<file path="src/rtl/fcd_pkg.sv">
// Package of command codes, states and widths for the flash command decoder.
package fcd_pkg;

    // ****************
    // Widths
    // ****************
    localparam int ADDR_W = 24;
    localparam int DATA_W = 16;
    localparam int CMD_W = 8;
    localparam int FIFO_DEPTH = 4;
    localparam int BUF_MAX_WORDS = 32;
    localparam logic [5:0] BUF_MAX_M1 = 6'h1F;

    // ****************
    // Command codes
    // ****************
    localparam logic [CMD_W-1:0] CMD_READ_ARRAY = 8'hFF;
    localparam logic [CMD_W-1:0] CMD_READ_ID = 8'h90;
    localparam logic [CMD_W-1:0] CMD_READ_QUERY = 8'h98;
    localparam logic [CMD_W-1:0] CMD_READ_STATUS = 8'h70;
    localparam logic [CMD_W-1:0] CMD_CLEAR_STATUS = 8'h50;
    localparam logic [CMD_W-1:0] CMD_WORD_PROG = 8'h40;
    localparam logic [CMD_W-1:0] CMD_WORD_PROG_ALT = 8'h10;
    localparam logic [CMD_W-1:0] CMD_BUF_PROG = 8'hE8;
    localparam logic [CMD_W-1:0] CMD_CONFIRM = 8'hD0;
    localparam logic [CMD_W-1:0] CMD_FACTORY_PROG = 8'h80;
    localparam logic [CMD_W-1:0] CMD_BLOCK_ERASE = 8'h20;
    localparam logic [CMD_W-1:0] CMD_SUSPEND = 8'hB0;
    localparam logic [CMD_W-1:0] CMD_LOCK_SETUP = 8'h60;
    localparam logic [CMD_W-1:0] CMD_LOCK_BLOCK = 8'h01;
    localparam logic [CMD_W-1:0] CMD_LOCK_DOWN = 8'h2F;
    localparam logic [CMD_W-1:0] CMD_READ_CONFIG = 8'h03;
    localparam logic [CMD_W-1:0] CMD_OTP_PROG = 8'hC0;

    localparam logic [7:0] STATUS_RESET = 8'h80;
    localparam logic [7:0] STATUS_ERR_MASK = 8'h3A;
    localparam logic [7:0] STATUS_SUSPEND_MASK = 8'h44;
    localparam logic [7:0] STATUS_READY_BIT = 8'h80;

    // ****************
    // Read modes and operations
    // ****************
    typedef enum logic [1:0] {
        RD_ARRAY = 2'b00,
        RD_ID = 2'b01,
        RD_QUERY = 2'b10,
        RD_STATUS = 2'b11
    } fcd_read_mode_t;

    typedef enum logic [3:0] {
        OP_NONE = 4'h0,
        OP_WORD_PROG = 4'h1,
        OP_BUF_PROG = 4'h2,
        OP_FACTORY_PROG = 4'h3,
        OP_BLOCK_ERASE = 4'h4,
        OP_LOCK = 4'h5,
        OP_UNLOCK = 4'h6,
        OP_LOCK_DOWN = 4'h7,
        OP_OTP_PROG = 4'h8,
        OP_READ_CONFIG = 4'h9,
        OP_SUSPEND = 4'hA,
        OP_RESUME = 4'hB,
        OP_BUF_WORD = 4'hC
    } fcd_op_t;

    typedef enum logic [3:0] {
        ST_IDLE = 4'h0,
        ST_WORD_DATA = 4'h1,
        ST_BUF_COUNT = 4'h2,
        ST_BUF_DATA = 4'h3,
        ST_BUF_CONFIRM = 4'h4,
        ST_FACTORY_CONFIRM = 4'h5,
        ST_FACTORY_DATA = 4'h6,
        ST_ERASE_CONFIRM = 4'h7,
        ST_LOCK_SECOND = 4'h8,
        ST_OTP_DATA = 4'h9
    } fcd_state_t;

endpackage : fcd_pkg

</file>
<file path="src/rtl/fcd_decoder.sv">
// Command decoder of a parallel NOR flash: bus write cycles in, operations out.
`timescale 1ns/1ns
`default_nettype none
module fcd_decoder
    import fcd_pkg::*;
(
    input wire logic clk,
    input wire logic arst_n,
    input wire logic chipEnable_n,
    input wire logic writeEnable_n,
    input wire logic [ADDR_W-1:0] addrIn,
    input wire logic [DATA_W-1:0] dataIn,
    input wire logic opDone,
    input wire logic opError,
    input wire logic opValidReady,
    output logic opValid,
    output logic [3:0] opKind,
    output logic [ADDR_W-1:0] opAddr,
    output logic [DATA_W-1:0] opData,
    output logic [1:0] readMode,
    output logic [7:0] statusReg,
    output logic busy,
    output logic suspended,
    output logic abortPulse,
    output logic cmdStall
);

    // ****************
    // State
    // ****************
    localparam int OP_W = 4 + ADDR_W + DATA_W;

    typedef struct packed {
        logic [2:0] ceSync;
        logic [2:0] weSync;
        logic [2:0][ADDR_W-1:0] addrSync;
        logic [2:0][DATA_W-1:0] dataSync;
        logic strobeSeen;
        fcd_state_t state;
        fcd_read_mode_t mode;
        logic [ADDR_W-1:0] firstAddr;
        logic [5:0] wordsLeft;
        logic [7:0] status;
        logic busy;
        logic suspended;
        logic abort;
        logic stall;
    } fcd_dec_state_t;

    fcd_dec_state_t s_q;
    fcd_dec_state_t s_d;

    logic fifoInValid;
    logic fifoInReady;
    logic [OP_W-1:0] fifoInData;
    logic [OP_W-1:0] fifoOutData;
    logic fifoOutValid;
    logic opValid_q;
    logic [OP_W-1:0] opWord_q;

    function automatic logic [OP_W-1:0] pack_op(fcd_op_t kind, logic [ADDR_W-1:0] a, logic [DATA_W-1:0] d);
        pack_op = {kind, a, d};
    endfunction : pack_op

    // ****************
    // Write cycle capture and command decode
    // ****************
    logic ceAgree;
    logic weAgree;
    logic selectedWrite;
    logic writeEnd;
    logic [ADDR_W-1:0] wAddr;
    logic [DATA_W-1:0] wData;
    logic [CMD_W-1:0] code;

    always_comb begin
        s_d = s_q;
        fifoInValid = 1'b0;
        fifoInData = '0;
        s_d.ceSync = {s_q.ceSync[1:0], chipEnable_n};
        s_d.weSync = {s_q.weSync[1:0], writeEnable_n};
        s_d.addrSync = {s_q.addrSync[1:0], addrIn};
        s_d.dataSync = {s_q.dataSync[1:0], dataIn};
        ceAgree = (s_q.ceSync[1] == s_q.ceSync[2]);
        weAgree = (s_q.weSync[1] == s_q.weSync[2]);
        selectedWrite = ceAgree && weAgree && !s_q.ceSync[2] && !s_q.weSync[2];
        // Whichever strobe rises first ends the write.
        writeEnd = s_q.strobeSeen && ((s_q.ceSync[1] && s_q.ceSync[2]) || (s_q.weSync[1] && s_q.weSync[2]));
        wAddr = s_q.addrSync[2];
        wData = s_q.dataSync[2];
        code = wData[CMD_W-1:0];
        if (selectedWrite) begin
            s_d.strobeSeen = 1'b1;
        end else if (writeEnd) begin
            s_d.strobeSeen = 1'b0;
        end
        s_d.abort = 1'b0;
        s_d.stall = !fifoInReady;

        if (opDone && s_q.busy) begin
            s_d.busy = 1'b0;
            s_d.status = s_q.status | STATUS_READY_BIT;
        end
        // A fresh error sets its bit even when a clear arrives in the same cycle.
        if (opError) begin
            s_d.status = s_d.status | STATUS_ERR_MASK;
        end

        // Only a completed write cycle can launch or advance a command.
        if (writeEnd && fifoInReady) begin
            s_d.state = ST_IDLE;
            unique case (s_q.state)
                ST_IDLE: begin
                    s_d.firstAddr = wAddr;
                    if (code == CMD_READ_ARRAY) begin
                        s_d.mode = RD_ARRAY;
                    end else if (code == CMD_READ_ID) begin
                        s_d.mode = RD_ID;
                    end else if (code == CMD_READ_QUERY) begin
                        s_d.mode = RD_QUERY;
                    end else if (code == CMD_READ_STATUS) begin
                        s_d.mode = RD_STATUS;
                    end else if (code == CMD_CLEAR_STATUS) begin
                        s_d.status = (s_d.status & ~STATUS_ERR_MASK) | (opError ? STATUS_ERR_MASK : 8'h00);
                    end else if (code == CMD_SUSPEND) begin
                        if (s_q.busy && !s_q.suspended) begin
                            s_d.suspended = 1'b1;
                            s_d.abort = 1'b1;
                            s_d.status = s_d.status | STATUS_SUSPEND_MASK | STATUS_READY_BIT;
                            fifoInValid = 1'b1;
                            fifoInData = pack_op(OP_SUSPEND, wAddr, wData);
                        end
                        s_d.mode = RD_STATUS;
                    end else if (code == CMD_CONFIRM) begin
                        if (s_q.suspended) begin
                            s_d.suspended = 1'b0;
                            s_d.status = (s_d.status & ~STATUS_SUSPEND_MASK) & ~STATUS_READY_BIT;
                            fifoInValid = 1'b1;
                            fifoInData = pack_op(OP_RESUME, wAddr, wData);
                        end
                        s_d.mode = RD_STATUS;
                    end else if (!s_q.busy) begin
                        // While an operation other than factory programming runs, only the read, clear status, suspend and confirm commands are honoured.
                        if (code == CMD_WORD_PROG || code == CMD_WORD_PROG_ALT) begin
                            s_d.state = ST_WORD_DATA;
                        end else if (code == CMD_BUF_PROG) begin
                            s_d.state = ST_BUF_COUNT;
                        end else if (code == CMD_FACTORY_PROG) begin
                            s_d.state = ST_FACTORY_CONFIRM;
                        end else if (code == CMD_BLOCK_ERASE) begin
                            s_d.state = ST_ERASE_CONFIRM;
                        end else if (code == CMD_LOCK_SETUP) begin
                            s_d.state = ST_LOCK_SECOND;
                        end else if (code == CMD_OTP_PROG) begin
                            s_d.state = ST_OTP_DATA;
                        end
                        s_d.mode = RD_STATUS;
                    end
                end
                ST_WORD_DATA: begin
                    fifoInValid = 1'b1;
                    fifoInData = pack_op(OP_WORD_PROG, s_q.firstAddr, wData);
                    s_d.busy = 1'b1;
                    s_d.status = s_q.status & ~STATUS_READY_BIT;
                end
                ST_BUF_COUNT: begin
                    if (wData[5:0] <= BUF_MAX_M1 && wData[DATA_W-1:6] == '0) begin
                        s_d.wordsLeft = wData[5:0];
                        s_d.state = ST_BUF_DATA;
                        fifoInValid = 1'b1;
                        fifoInData = pack_op(OP_BUF_PROG, s_q.firstAddr, wData);
                    end else begin
                        s_d.status = s_q.status | STATUS_ERR_MASK;
                    end
                end
                ST_BUF_DATA: begin
                    fifoInValid = 1'b1;
                    fifoInData = pack_op(OP_BUF_WORD, wAddr, wData);
                    s_d.wordsLeft = s_q.wordsLeft - 6'h01;
                    s_d.state = (s_q.wordsLeft == 6'h00) ? ST_BUF_CONFIRM : ST_BUF_DATA;
                end
                ST_BUF_CONFIRM: begin
                    if (code == CMD_CONFIRM) begin
                        fifoInValid = 1'b1;
                        fifoInData = pack_op(OP_BUF_PROG, s_q.firstAddr, wData);
                        s_d.busy = 1'b1;
                        s_d.status = s_q.status & ~STATUS_READY_BIT;
                    end else begin
                        s_d.status = s_q.status | STATUS_ERR_MASK;
                    end
                end
                ST_FACTORY_CONFIRM: begin
                    if (code == CMD_CONFIRM) begin
                        fifoInValid = 1'b1;
                        fifoInData = pack_op(OP_FACTORY_PROG, s_q.firstAddr, wData);
                        s_d.state = ST_FACTORY_DATA;
                        s_d.busy = 1'b1;
                        s_d.status = s_q.status & ~STATUS_READY_BIT;
                    end else begin
                        s_d.status = s_q.status | STATUS_ERR_MASK;
                    end
                end
                ST_FACTORY_DATA: begin
                    // Factory mode streams data words until the engine reports done.
                    fifoInValid = 1'b1;
                    fifoInData = pack_op(OP_BUF_WORD, wAddr, wData);
                    s_d.state = ST_FACTORY_DATA;
                end
                ST_ERASE_CONFIRM: begin
                    if (code == CMD_CONFIRM) begin
                        fifoInValid = 1'b1;
                        fifoInData = pack_op(OP_BLOCK_ERASE, s_q.firstAddr, wData);
                        s_d.busy = 1'b1;
                        s_d.status = s_q.status & ~STATUS_READY_BIT;
                    end else begin
                        s_d.status = s_q.status | STATUS_ERR_MASK;
                    end
                end
                ST_LOCK_SECOND: begin
                    fifoInValid = 1'b1;
                    if (code == CMD_LOCK_BLOCK) begin
                        fifoInData = pack_op(OP_LOCK, s_q.firstAddr, wData);
                    end else if (code == CMD_CONFIRM) begin
                        fifoInData = pack_op(OP_UNLOCK, s_q.firstAddr, wData);
                    end else if (code == CMD_LOCK_DOWN) begin
                        fifoInData = pack_op(OP_LOCK_DOWN, s_q.firstAddr, wData);
                    end else if (code == CMD_READ_CONFIG) begin
                        fifoInData = pack_op(OP_READ_CONFIG, s_q.firstAddr, wAddr[DATA_W-1:0]);
                    end else begin
                        fifoInValid = 1'b0;
                        s_d.status = s_q.status | STATUS_ERR_MASK;
                    end
                end
                ST_OTP_DATA: begin
                    fifoInValid = 1'b1;
                    fifoInData = pack_op(OP_OTP_PROG, s_q.firstAddr, wData);
                    s_d.busy = 1'b1;
                    s_d.status = s_q.status & ~STATUS_READY_BIT;
                end
                default: begin
                    s_d.state = ST_IDLE;
                end
            endcase
        end
        if (opDone && s_q.state == ST_FACTORY_DATA) begin
            s_d.state = ST_IDLE;
        end
    end

    always_ff @(posedge clk or negedge arst_n) begin
        if (!arst_n) begin
            s_q <= '0;
            s_q.ceSync <= 3'h7;
            s_q.weSync <= 3'h7;
            s_q.mode <= RD_ARRAY;
            s_q.state <= ST_IDLE;
            s_q.status <= STATUS_RESET;
        end else begin
            s_q <= s_d;
        end
    end

    // ****************
    // Operation queue towards the program/erase engine
    // ****************
    fcd_fifo #(
        .WIDTH(OP_W),
        .DEPTH(FIFO_DEPTH)
    ) u_fifo (
        .clk(clk),
        .arst_n(arst_n),
        .inValid(fifoInValid),
        .inReady(fifoInReady),
        .inData(fifoInData),
        .outValid(fifoOutValid),
        .outReady(opValidReady && !opValid_q),
        .outData(fifoOutData)
    );

    // Engine-facing ports all come from flip-flops.
    always_ff @(posedge clk or negedge arst_n) begin
        if (!arst_n) begin
            opValid_q <= 1'b0;
            opWord_q <= '0;
        end else if (!opValid_q && opValidReady && fifoOutValid) begin
            opValid_q <= 1'b1;
            opWord_q <= fifoOutData;
        end else begin
            opValid_q <= 1'b0;
        end
    end

    assign opValid = opValid_q;
    assign opKind = opWord_q[OP_W-1 -: 4];
    assign opAddr = opWord_q[DATA_W +: ADDR_W];
    assign opData = opWord_q[DATA_W-1:0];
    assign readMode = s_q.mode;
    assign statusReg = s_q.status;
    assign busy = s_q.busy;
    assign suspended = s_q.suspended;
    assign abortPulse = s_q.abort;
    assign cmdStall = s_q.stall;
endmodule : fcd_decoder
`default_nettype wire

</file>
<file path="src/rtl/fcd_fifo.sv">
// Small valid/ready FIFO used on the decoded operation path.
`timescale 1ns/1ns
`default_nettype none
module fcd_fifo #(
    parameter int WIDTH = 8,
    parameter int DEPTH = 4
) (
    input wire logic clk,
    input wire logic arst_n,
    input wire logic inValid,
    output logic inReady,
    input wire logic [WIDTH-1:0] inData,
    output logic outValid,
    input wire logic outReady,
    output logic [WIDTH-1:0] outData
);
    localparam int PW = $clog2(DEPTH);

    typedef struct packed {
        logic [DEPTH-1:0][WIDTH-1:0] mem;
        logic [PW-1:0] wrPtr;
        logic [PW-1:0] rdPtr;
        logic [PW:0] count;
    } fcd_fifo_state_t;

    fcd_fifo_state_t s_q;
    fcd_fifo_state_t s_d;
    logic push;
    logic pop;

    always_comb begin
        push = inValid && (s_q.count != (PW+1)'(DEPTH));
        pop = outReady && (s_q.count != '0);
        s_d = s_q;
        if (push) begin
            s_d.mem[s_q.wrPtr] = inData;
            s_d.wrPtr = (s_q.wrPtr == PW'(DEPTH - 1)) ? '0 : s_q.wrPtr + PW'(1);
        end
        if (pop) begin
            s_d.rdPtr = (s_q.rdPtr == PW'(DEPTH - 1)) ? '0 : s_q.rdPtr + PW'(1);
        end
        if (push && !pop) begin
            s_d.count = s_q.count + (PW+1)'(1);
        end else if (pop && !push) begin
            s_d.count = s_q.count - (PW+1)'(1);
        end
    end

    always_ff @(posedge clk or negedge arst_n) begin
        if (!arst_n) begin
            s_q <= '0;
        end else begin
            s_q <= s_d;
        end
    end

    // Flags come from the count alone, so they never disagree.
    assign inReady = (s_q.count != (PW+1)'(DEPTH));
    assign outValid = (s_q.count != '0);
    assign outData = s_q.mem[s_q.rdPtr];
endmodule : fcd_fifo
`default_nettype wire

</file>
<file path="config.mk">
export PLATFORM = sky130hd
export DESIGN_NAME = fcd_decoder
export DESIGN_NICKNAME = d
export VERILOG_FILES = /design/src/rtl/fcd_pkg.sv /design/src/rtl/fcd_decoder.sv /design/src/rtl/fcd_fifo.sv
export SDC_FILE = /design/constraint.sdc
export NUM_CORES = 1
export LEC_CHECK = 0
export BUFFER_PORTS_ARGS = -buffer_cell sky130_fd_sc_hd__buf_2
export CAP_MARGIN = 10
export CORE_UTILIZATION = 55
export CTS_CLUSTER_DIAMETER = 30
export DETAILED_ROUTE_END_ITERATION = 8
export PLACE_DENSITY = 0.77
export SYNTH_ARGS = -nofsm -noshare
export SYNTH_HDL_FRONTEND = slang
export SYNTH_HIERARCHICAL = 1
export SYNTH_SLANG_ARGS = --single-unit
</file>
<file path="constraint.sdc">
create_clock -name clk -period 6.8 [get_ports clk]
set_clock_uncertainty 0.15 [all_clocks]
set_input_delay 0.34 -clock clk [delete_from_list [all_inputs] [get_ports clk]]
set_output_delay 0.34 -clock clk [all_outputs]
set_load 0.005 [all_outputs]
</file>
==> results of run 1 <==
## repair_timing
item	4_1_cts	5_1_grt
hold buffers	44	0
hold endpoints to repair	149	0
buffers inserted	0	0
## Yosys cell counts, drive strengths merged (10+ instances only)
| cell type | n |
|---|---|
| a31oi | 10 |
| nor3 | 10 |
| inv | 22 |
| buf | 52 |
| ha | 10 |
| nor2 | 24 |
| dfrtp | 395 |
| nand2 | 235 |
| a22o | 27 |
| o21ai | 24 |
| mux2 | 180 |
| clkbuf | 35 |
| mux4 | 44 |
| nand3 | 11 |
| a21oi | 23 |
| and3 | 13 |
## flip-flops by register name (all words and copies together) (netlist names), 2 cells and up
register,cells
opWord_q,44
readMode,2
s_d,84
s_q,37
statusReg,7
u_fifo/s_q,183
wAddr,24
wData,16
## report_power, final
| group | switching, mW | internal, mW | leakage (nW) |
|---|---|---|---|
| clock | 1.27 | 2.58 | 1.29 |
| sequential | 0.148 | 2.56 | 5.24 |
| combinational | 0.502 | 0.319 | 3.47 |
| total | 1.92 | 5.46 | 9.99 |
## cell families (layout without fill, tap and decap cells)
| group | after synthesis | count (layout) | synth area share (%) |
|---|---|---|---|
| flops | 402 | 402 | 58.0 |
| simple gates | 351 | 351 | 9.26 |
| mux | 226 | 226 | 21.0 |
| compound gates | 139 | 139 | 5.84 |
| buf+inv | 109 | 316 | 4.74 |
| fa+ha+maj | 11 | 11 | 0.836 |
| xor+xnor | 7 | 7 | 0.353 |
| other cells | 1 | 1 | 0.0216 |
## stage by stage
stage / hold slack (ns) / total power [mW] / setup slack, ns
global route: 0.0331 / 7.68 / 2.51
floorplan: -0.106 / 3.30 / 3.36
detailed placement: 0.185 / 3.53 / 2.70
global placement: 0.182 / 3.50 / 2.78
CTS: 0.00204 / 7.44 / 2.69
finish: 0.0244 / 7.38 / 2.63
## cell type report
cell class	count	area [µm²]	area share [%]
Clock inverter	45	614	2.94
Timing Repair Buffer	158	1070	5.13
Tap cell	396	495	2.37
Inverter	22	82.6	0.395
Multi-Input combinational cell	735	6470	31.0
Sequential cell	402	10100	48.2
Clock buffer	91	2080	9.96
## worst max-delay path by stage
stage,cells past startpoint,slack (ns),endpoint,from
after floorplan,14,3.36,u_fifo/s_q[2],wData[2]
after global placement,6,2.78,u_fifo/s_q[7],wData[7]
after detailed placement,6,2.70,u_fifo/s_q[97],wData[7]
after CTS,11,2.69,u_fifo/s_q[2],wData[6]
after global routing,11,2.51,u_fifo/s_q[2],wData[7]
final,11,2.63,u_fifo/s_q[2],wData[7]
## cell usage in the layout (no fill, tap or decap), types with 7 or more instances in the layout
cell type	Yosys	routed
mux2_2	20	20
clkbuf_8	0	10
nand2b_1	8	8
bufinv_16	0	10
dlygate4sd3_1	0	44
inv_1	21	21
mux4_2	44	44
inv_6	0	7
o21a_1	9	9
o31ai_1	9	9
clkinvlp_4	0	11
a22o_1	27	27
nor3_1	10	10
a21oi_1	20	20
dfstp_2	7	7
buf_2	10	103
ha_1	10	10
o21ai_0	24	24
mux2_4	160	160
a31oi_1	9	9
clkbuf_16	0	77
dfrtp_1	395	394
and3_1	9	9
buf_4	12	8
nand2_1	235	235
nor2_1	24	24
nand3_1	11	11
## critical path: cells and delay by family (launching register included)
kind | cells | cell delay (ns)
buf+inv | 1 | 0.06
xor+xnor | 2 | 0.39
fa+ha+maj | 2 | 0.59
simple gates | 4 | 1.61
compound gates | 2 | 0.71
flops | 1 | 0.56
## per-layer routing
metal | vias to the layer above | part of all wire, % | routed length [µm] | track usage, %
li1 | 4673 | - | - | -
met1 | 5467 | 44 | 16800 | 33.8
met2 | 368 | 47 | 17800 | 37.9
met3 | 77 | 6.6 | 2520 | 5.69
met4 | 0 | 2.2 | 850 | 8.24
met5 | - | 0 | 0 | 0
==> flow_summary.yaml, run 1 <==
synthesis:
  netlist_area_um2: 17400
  synth.top_cell.area_share_pct: 56.9
  synth-edff-count: 0
  async_flop_share_pct: 100
  synth-seq-cells: 402
  synth.distinct_cells: 69
  synth_ff_type: "dfrtp_1"
  yosysTopAreaCell: "dfrtp_1"
  synth_nets: 1304
  synthTopCellsByArea: "dfrtp_1 (57%), mux2_4 (14%), mux4_2 (5.7%)"
  yosysWarnings: 6
  avgSynthCellArea_um2: 13.9
  yosysSeqAreaShare_pct: 58.0
  synth_cells: 1246
placement:
  dp.cells: 1669
  hpwlAfterDp_mm: 21.5
  port_buffers: 104
  globalplace.congestion: 0.904
  dpl_cell_area_um2: 17700
detailed_routing:
  totalWireLength_mm: 37.9
  ant_nets: 0
  dr.pass1.iters: 9
  vias_per_cell: 5.72
  drc: 5
  drt-initial-drc-count: 802
  routedWlPerCell_um: 20.5
  vias: 10600
cts:
  cts_made_buffers: 75
  h-tree-depth: 3
  cts_root_buf: "clkbuf_16"
  cts_max_path_buffers: 3
  clk_latency_ns: 0.57
  cts_resized: 0
  tritoncts: "built"
  clock_sinks: 402
  clk_pin_slew_ns: 0.05
worst_hold_path:
  hp-start: "opDone"
  holdPathStages: 3
  hold_class: "primary input to flop"
  holdPathEnd: "busy"
power:
  p_leak_nw: 9.99
  power_density_nw_per_um2: 354
  vdd_drop_max_v: 0.000396
floorplanning:
  placementRows: 64
  die_h_um: 180
  dieWidth_um: 180
  fp.dieArea_um2: 32300
  initial_core_util_pct: 56.3
  core_area_um2: 30800
  ioPinCount: 106
worst_setup_path:
  timing.rr.end: "u_fifo/s_q[2]"
  crit_slowest_cell: "nor4_1"
  r2r_slack_ns: 2.63
  critPathMaxStageDelay_ns: 0.81
  end_kind: "flop"
  cp_common_cell: "xor2_1"
  reg2reg_from: "wData[7]"
  crit_type: "flop to flop"
  start_kind: "flop"
  required_ns: 7.11
  crit_chain: "or2_2 -> nor4_1 -> o31ai_1 -> a31oi_1 -> and2_2 -> ha_1 -> inv_1 -> fa_1 -> xor2_1 -> nor2_1 -> xor2_1"
  worst_ep_arrival_time_ns: 4.49
  reg2regPathDepth: 11
  cp_max_fo: 13
sta:
  hold_viol: 0
  period_needed_ns: 4.17
  slew_headroom_pct: 29.4
  tns_ns: 0
  fmax_ghz: 0.240
  rsz0062_at_grt: "no"
  finalSetupViolCount: 0
  finalMaxSlewViolations: 0
  fin_crit_sh_pct: 61.4
  tightest_slew_ns: 1.06
grt:
  grt_max_degree: 150
  track_usage_pct: 24.3
  grt_remaining_overflow: 0
  antenna_found_initial: 0
  grt_pass1_vias: 11200
  grt_pass1_wl_mm: 61.6
finish:
  nets: 1452
  fin_area_um2: 20900
  fillers: 2039
  drive_above_1_share_pct: 34.8
  syn2layout_area_growth_pct: 20.3
  instances_no_fill: 1849
  antenna_cells: 0
  final_core_util_pct: 67.7
flow_run:
  cap_violations: 0
status:
  violations: "DRC"
  outcome: "finished, violations left"
Note: power is estimated with default switching activity, not from simulation.
==> inputs of run 2 (changes only) <==
- ABC_AREA: unset -> 1
- PLACE_DENSITY: 0.77 -> 0.8
- clock period: 6.8 -> 3.6 ns (I/O delays scaled with it)
==> flow_summary.yaml, run 2 <==
status:
  outcome: "finished, final reports clean"
cts:
  clk_pin_slew_ns: 0.05
  clk_latency_ns: 0.61
  cts_max_path_buffers: 3
  cts_root_buf: "clkbuf_16"
  cts_made_buffers: 83
  tritoncts: "built"
  h-tree-depth: 3
  clock_sinks: 402
  cts_setup_buffers: 0
sta:
  slew_headroom_pct: 29.9
  fmax_ghz: 0.295
  finalMaxSlewViolations: 0
  hold_viol: 0
  period_needed_ns: 3.38
  fin_crit_sh_pct: 94.0
  setup_ws_ns: 0.215
  hold_slack_ns: 0.0610
  tightest_slew_ns: 1.05
  finalSetupViolCount: 0
  tns_ns: 0
power:
  power_mw: 17.0
  power_density_nw_per_um2: 749
  p_leak_nw: 11.6
  vdd_drop_max_v: 0.000479
finish:
  regMostFlops: "u_fifo/s_q"
  syn2layout_area_growth_pct: 23.1
  largest_register_ffs: 183
  final_cell_mix: "nand2_1 (797), dfrtp_1 (393), nand4_1 (186)"
  nets: 2326
  final_common_cell: "nand2_1"
  antenna_cells: 0
  drive_above_1_share_pct: 17.4
worst_setup_path:
  reg2reg_from: "wData[5]"
  cp_common_cell: "nand2_1"
  start_kind: "flop"
  timing.rr.end: "u_fifo/s_q[127]"
  crit_chain: "nor2_2 -> nand2_1 -> inv_1 -> nand2_1 -> nand3_1 -> nand2_1 -> nand3_1 -> nor2_1 -> a31oi_4 -> buf_16 -> buf_4 -> nand4_1 -> nand2_1"
  cp_max_fo: 139
  crit_slowest_cell: "buf_4"
  critPathMaxStageDelay_ns: 0.49
  worst_ep_arrival_time_ns: 3.76
  end_kind: "flop"
  reg2regPathDepth: 13
  required_ns: 3.97
  crit_type: "flop to flop"
  r2r_slack_ns: 0.22
detailed_routing:
  vias: 15600
  ant_nets: 0
  vias_per_cell: 5.61
  drc: 0
  totalWireLength_mm: 48.7
  drt-initial-drc-count: 1788
  routedWlPerCell_um: 17.5
  dr.pass1.iters: 6
worst_hold_path:
  holdPathStages: 2
  hp-start: "dataIn[9]"
  holdPathEnd: "s_d[74]"
  hold_class: "primary input to flop"
floorplanning:
  initial_core_util_pct: 56.3
  core_area_um2: 32800
  fp.dieArea_um2: 34300
  dieWidth_um: 185
  ioPinCount: 106
  placementRows: 66
  die_h_um: 185
grt:
  grt_max_degree: 183
  grt_pass1_vias: 15400
  grt_pass1_wl_mm: 79.2
  grt_remaining_overflow: 0
  antenna_found_initial: 0
  track_usage_pct: 29.5
synthesis:
  yosysTopAreaCell: "dfrtp_1"
  synth_ff_type: "dfrtp_1"
  avgSynthCellArea_um2: 8.63
  synthTopCellsByArea: "dfrtp_1 (54%), nand2_1 (16%), nand4_1 (6.3%)"
  synth_common_cells: "nand2_1 (797), dfrtp_1 (395), nand4_1 (186), inv_1 (144), o21ai_0 (89)"
  yosysSeqAreaShare_pct: 54.6
  netlist_area_um2: 18400
  synth.distinct_cells: 48
  synth_cells: 2137
  async_flop_share_pct: 100
  synth-seq-cells: 402
  synth.top_cell.area_share_pct: 53.6
  yosysMostFrequentCell: "nand2_1"
  yosysWarnings: 6
  synth-edff-count: 0
  synth_nets: 2195
placement:
  post-place-ws_ns: 0.316
  hpwlAfterDp_mm: 28.4
  port_buffers: 104
  globalplace.congestion: 0.946
flow_run:
  cap_violations: 0
## run 2: changes by cell type in the layout (fill, tap and decap cells not counted), moves of 37 or more
cell / change
o21ai_0: +65
a21oi_1: +61
o211ai_1: +43
mux2_4: -160
nor2_1: +37
inv_1: +123
nand4_1: +180
nand2_1: +562
mux4_2: -44
## run 2: worst max path at each step
stage          slack (ns)  depth (start not counted)              end  startpoint
6_report             0.22                         13  u_fifo/s_q[127]    wData[5]
5_1_grt            -0.001                         13  u_fifo/s_q[169]    wData[1]
4_1_cts              0.29                         13  u_fifo/s_q[171]    wData[4]
3_5_place_dp         0.32                         13  u_fifo/s_q[171]    wData[4]
3_3_place_gp         0.38                         14   u_fifo/s_q[66]    wData[4]
2_1_floorplan        0.58                         20    u_fifo/s_q[2]    wData[2]
## run 2: cells by family (layout without fill, tap and decap cells)
group	count (synthesis)	count (layout)	share of synthesized area, %
other cells	1	1	0.0203
fa+ha+maj	11	11	0.787
buf+inv	310	511	7.89
flops	402	402	54.6
xor+xnor	2	2	0.0950
simple gates	1154	1154	28.4
compound gates	257	257	8.17
## run 2: cell type report
| type | count | area, µm² |
|---|---|---|
| Fill cell | 2444 | 10100 |
| Sequential cell | 402 | 10100 |
| Clock inverter | 61 | 847 |
| Multi-Input combinational cell | 1425 | 6940 |
| Timing Repair Buffer | 188 | 1410 |
| Clock buffer | 94 | 2240 |
| Inverter | 168 | 637 |
| Tap cell | 442 | 553 |
## run 2: repair_timing
item,CTS,global route
endpoints found under the setup margin,0,5
resized for setup,0,1
endpoints found under the hold margin,149,0
hold buffers,46,0
## run 2: through the flow
step	instance area, µm²	instances	utilization (%)
4_1_cts	22700	2780	69.2
6_report	22700	2780	69.3
2_1_floorplan	18400	2137	-
3_3_place_gp	19100	2579	58.4
5_1_grt	22700	2780	69.3
3_5_place_dp	19100	2579	58.4
## run 2: power by group
group          internal (mW)  switching, mW
sequential              5.01          0.442
clock                   5.63           2.68
combinational          0.998           2.24
total                   11.6           5.36
## run 2: critical path, delay by kind of cell, from the launching register on
family / cells / cell delay [ns]
AND/OR/NAND/NOR: 9 / 1.38
buffers and inverters: 3 / 1.05
flip-flops: 1 / 0.48
AO/OA/AOI/OAI: 1 / 0.19
## run 2: routing by layer
layer / share of wire, % / vias up / global-route usage [%] / wire, µm
li1: - / 7251 / - / -
met1: 41 / 7577 / 38.9 / 20000
met2: 49 / 661 / 48.6 / 23900
met3: 7.6 / 93 / 5.74 / 3720
met4: 2.3 / 0 / 10.7 / 1120
met5: 0 / - / 0 / 0
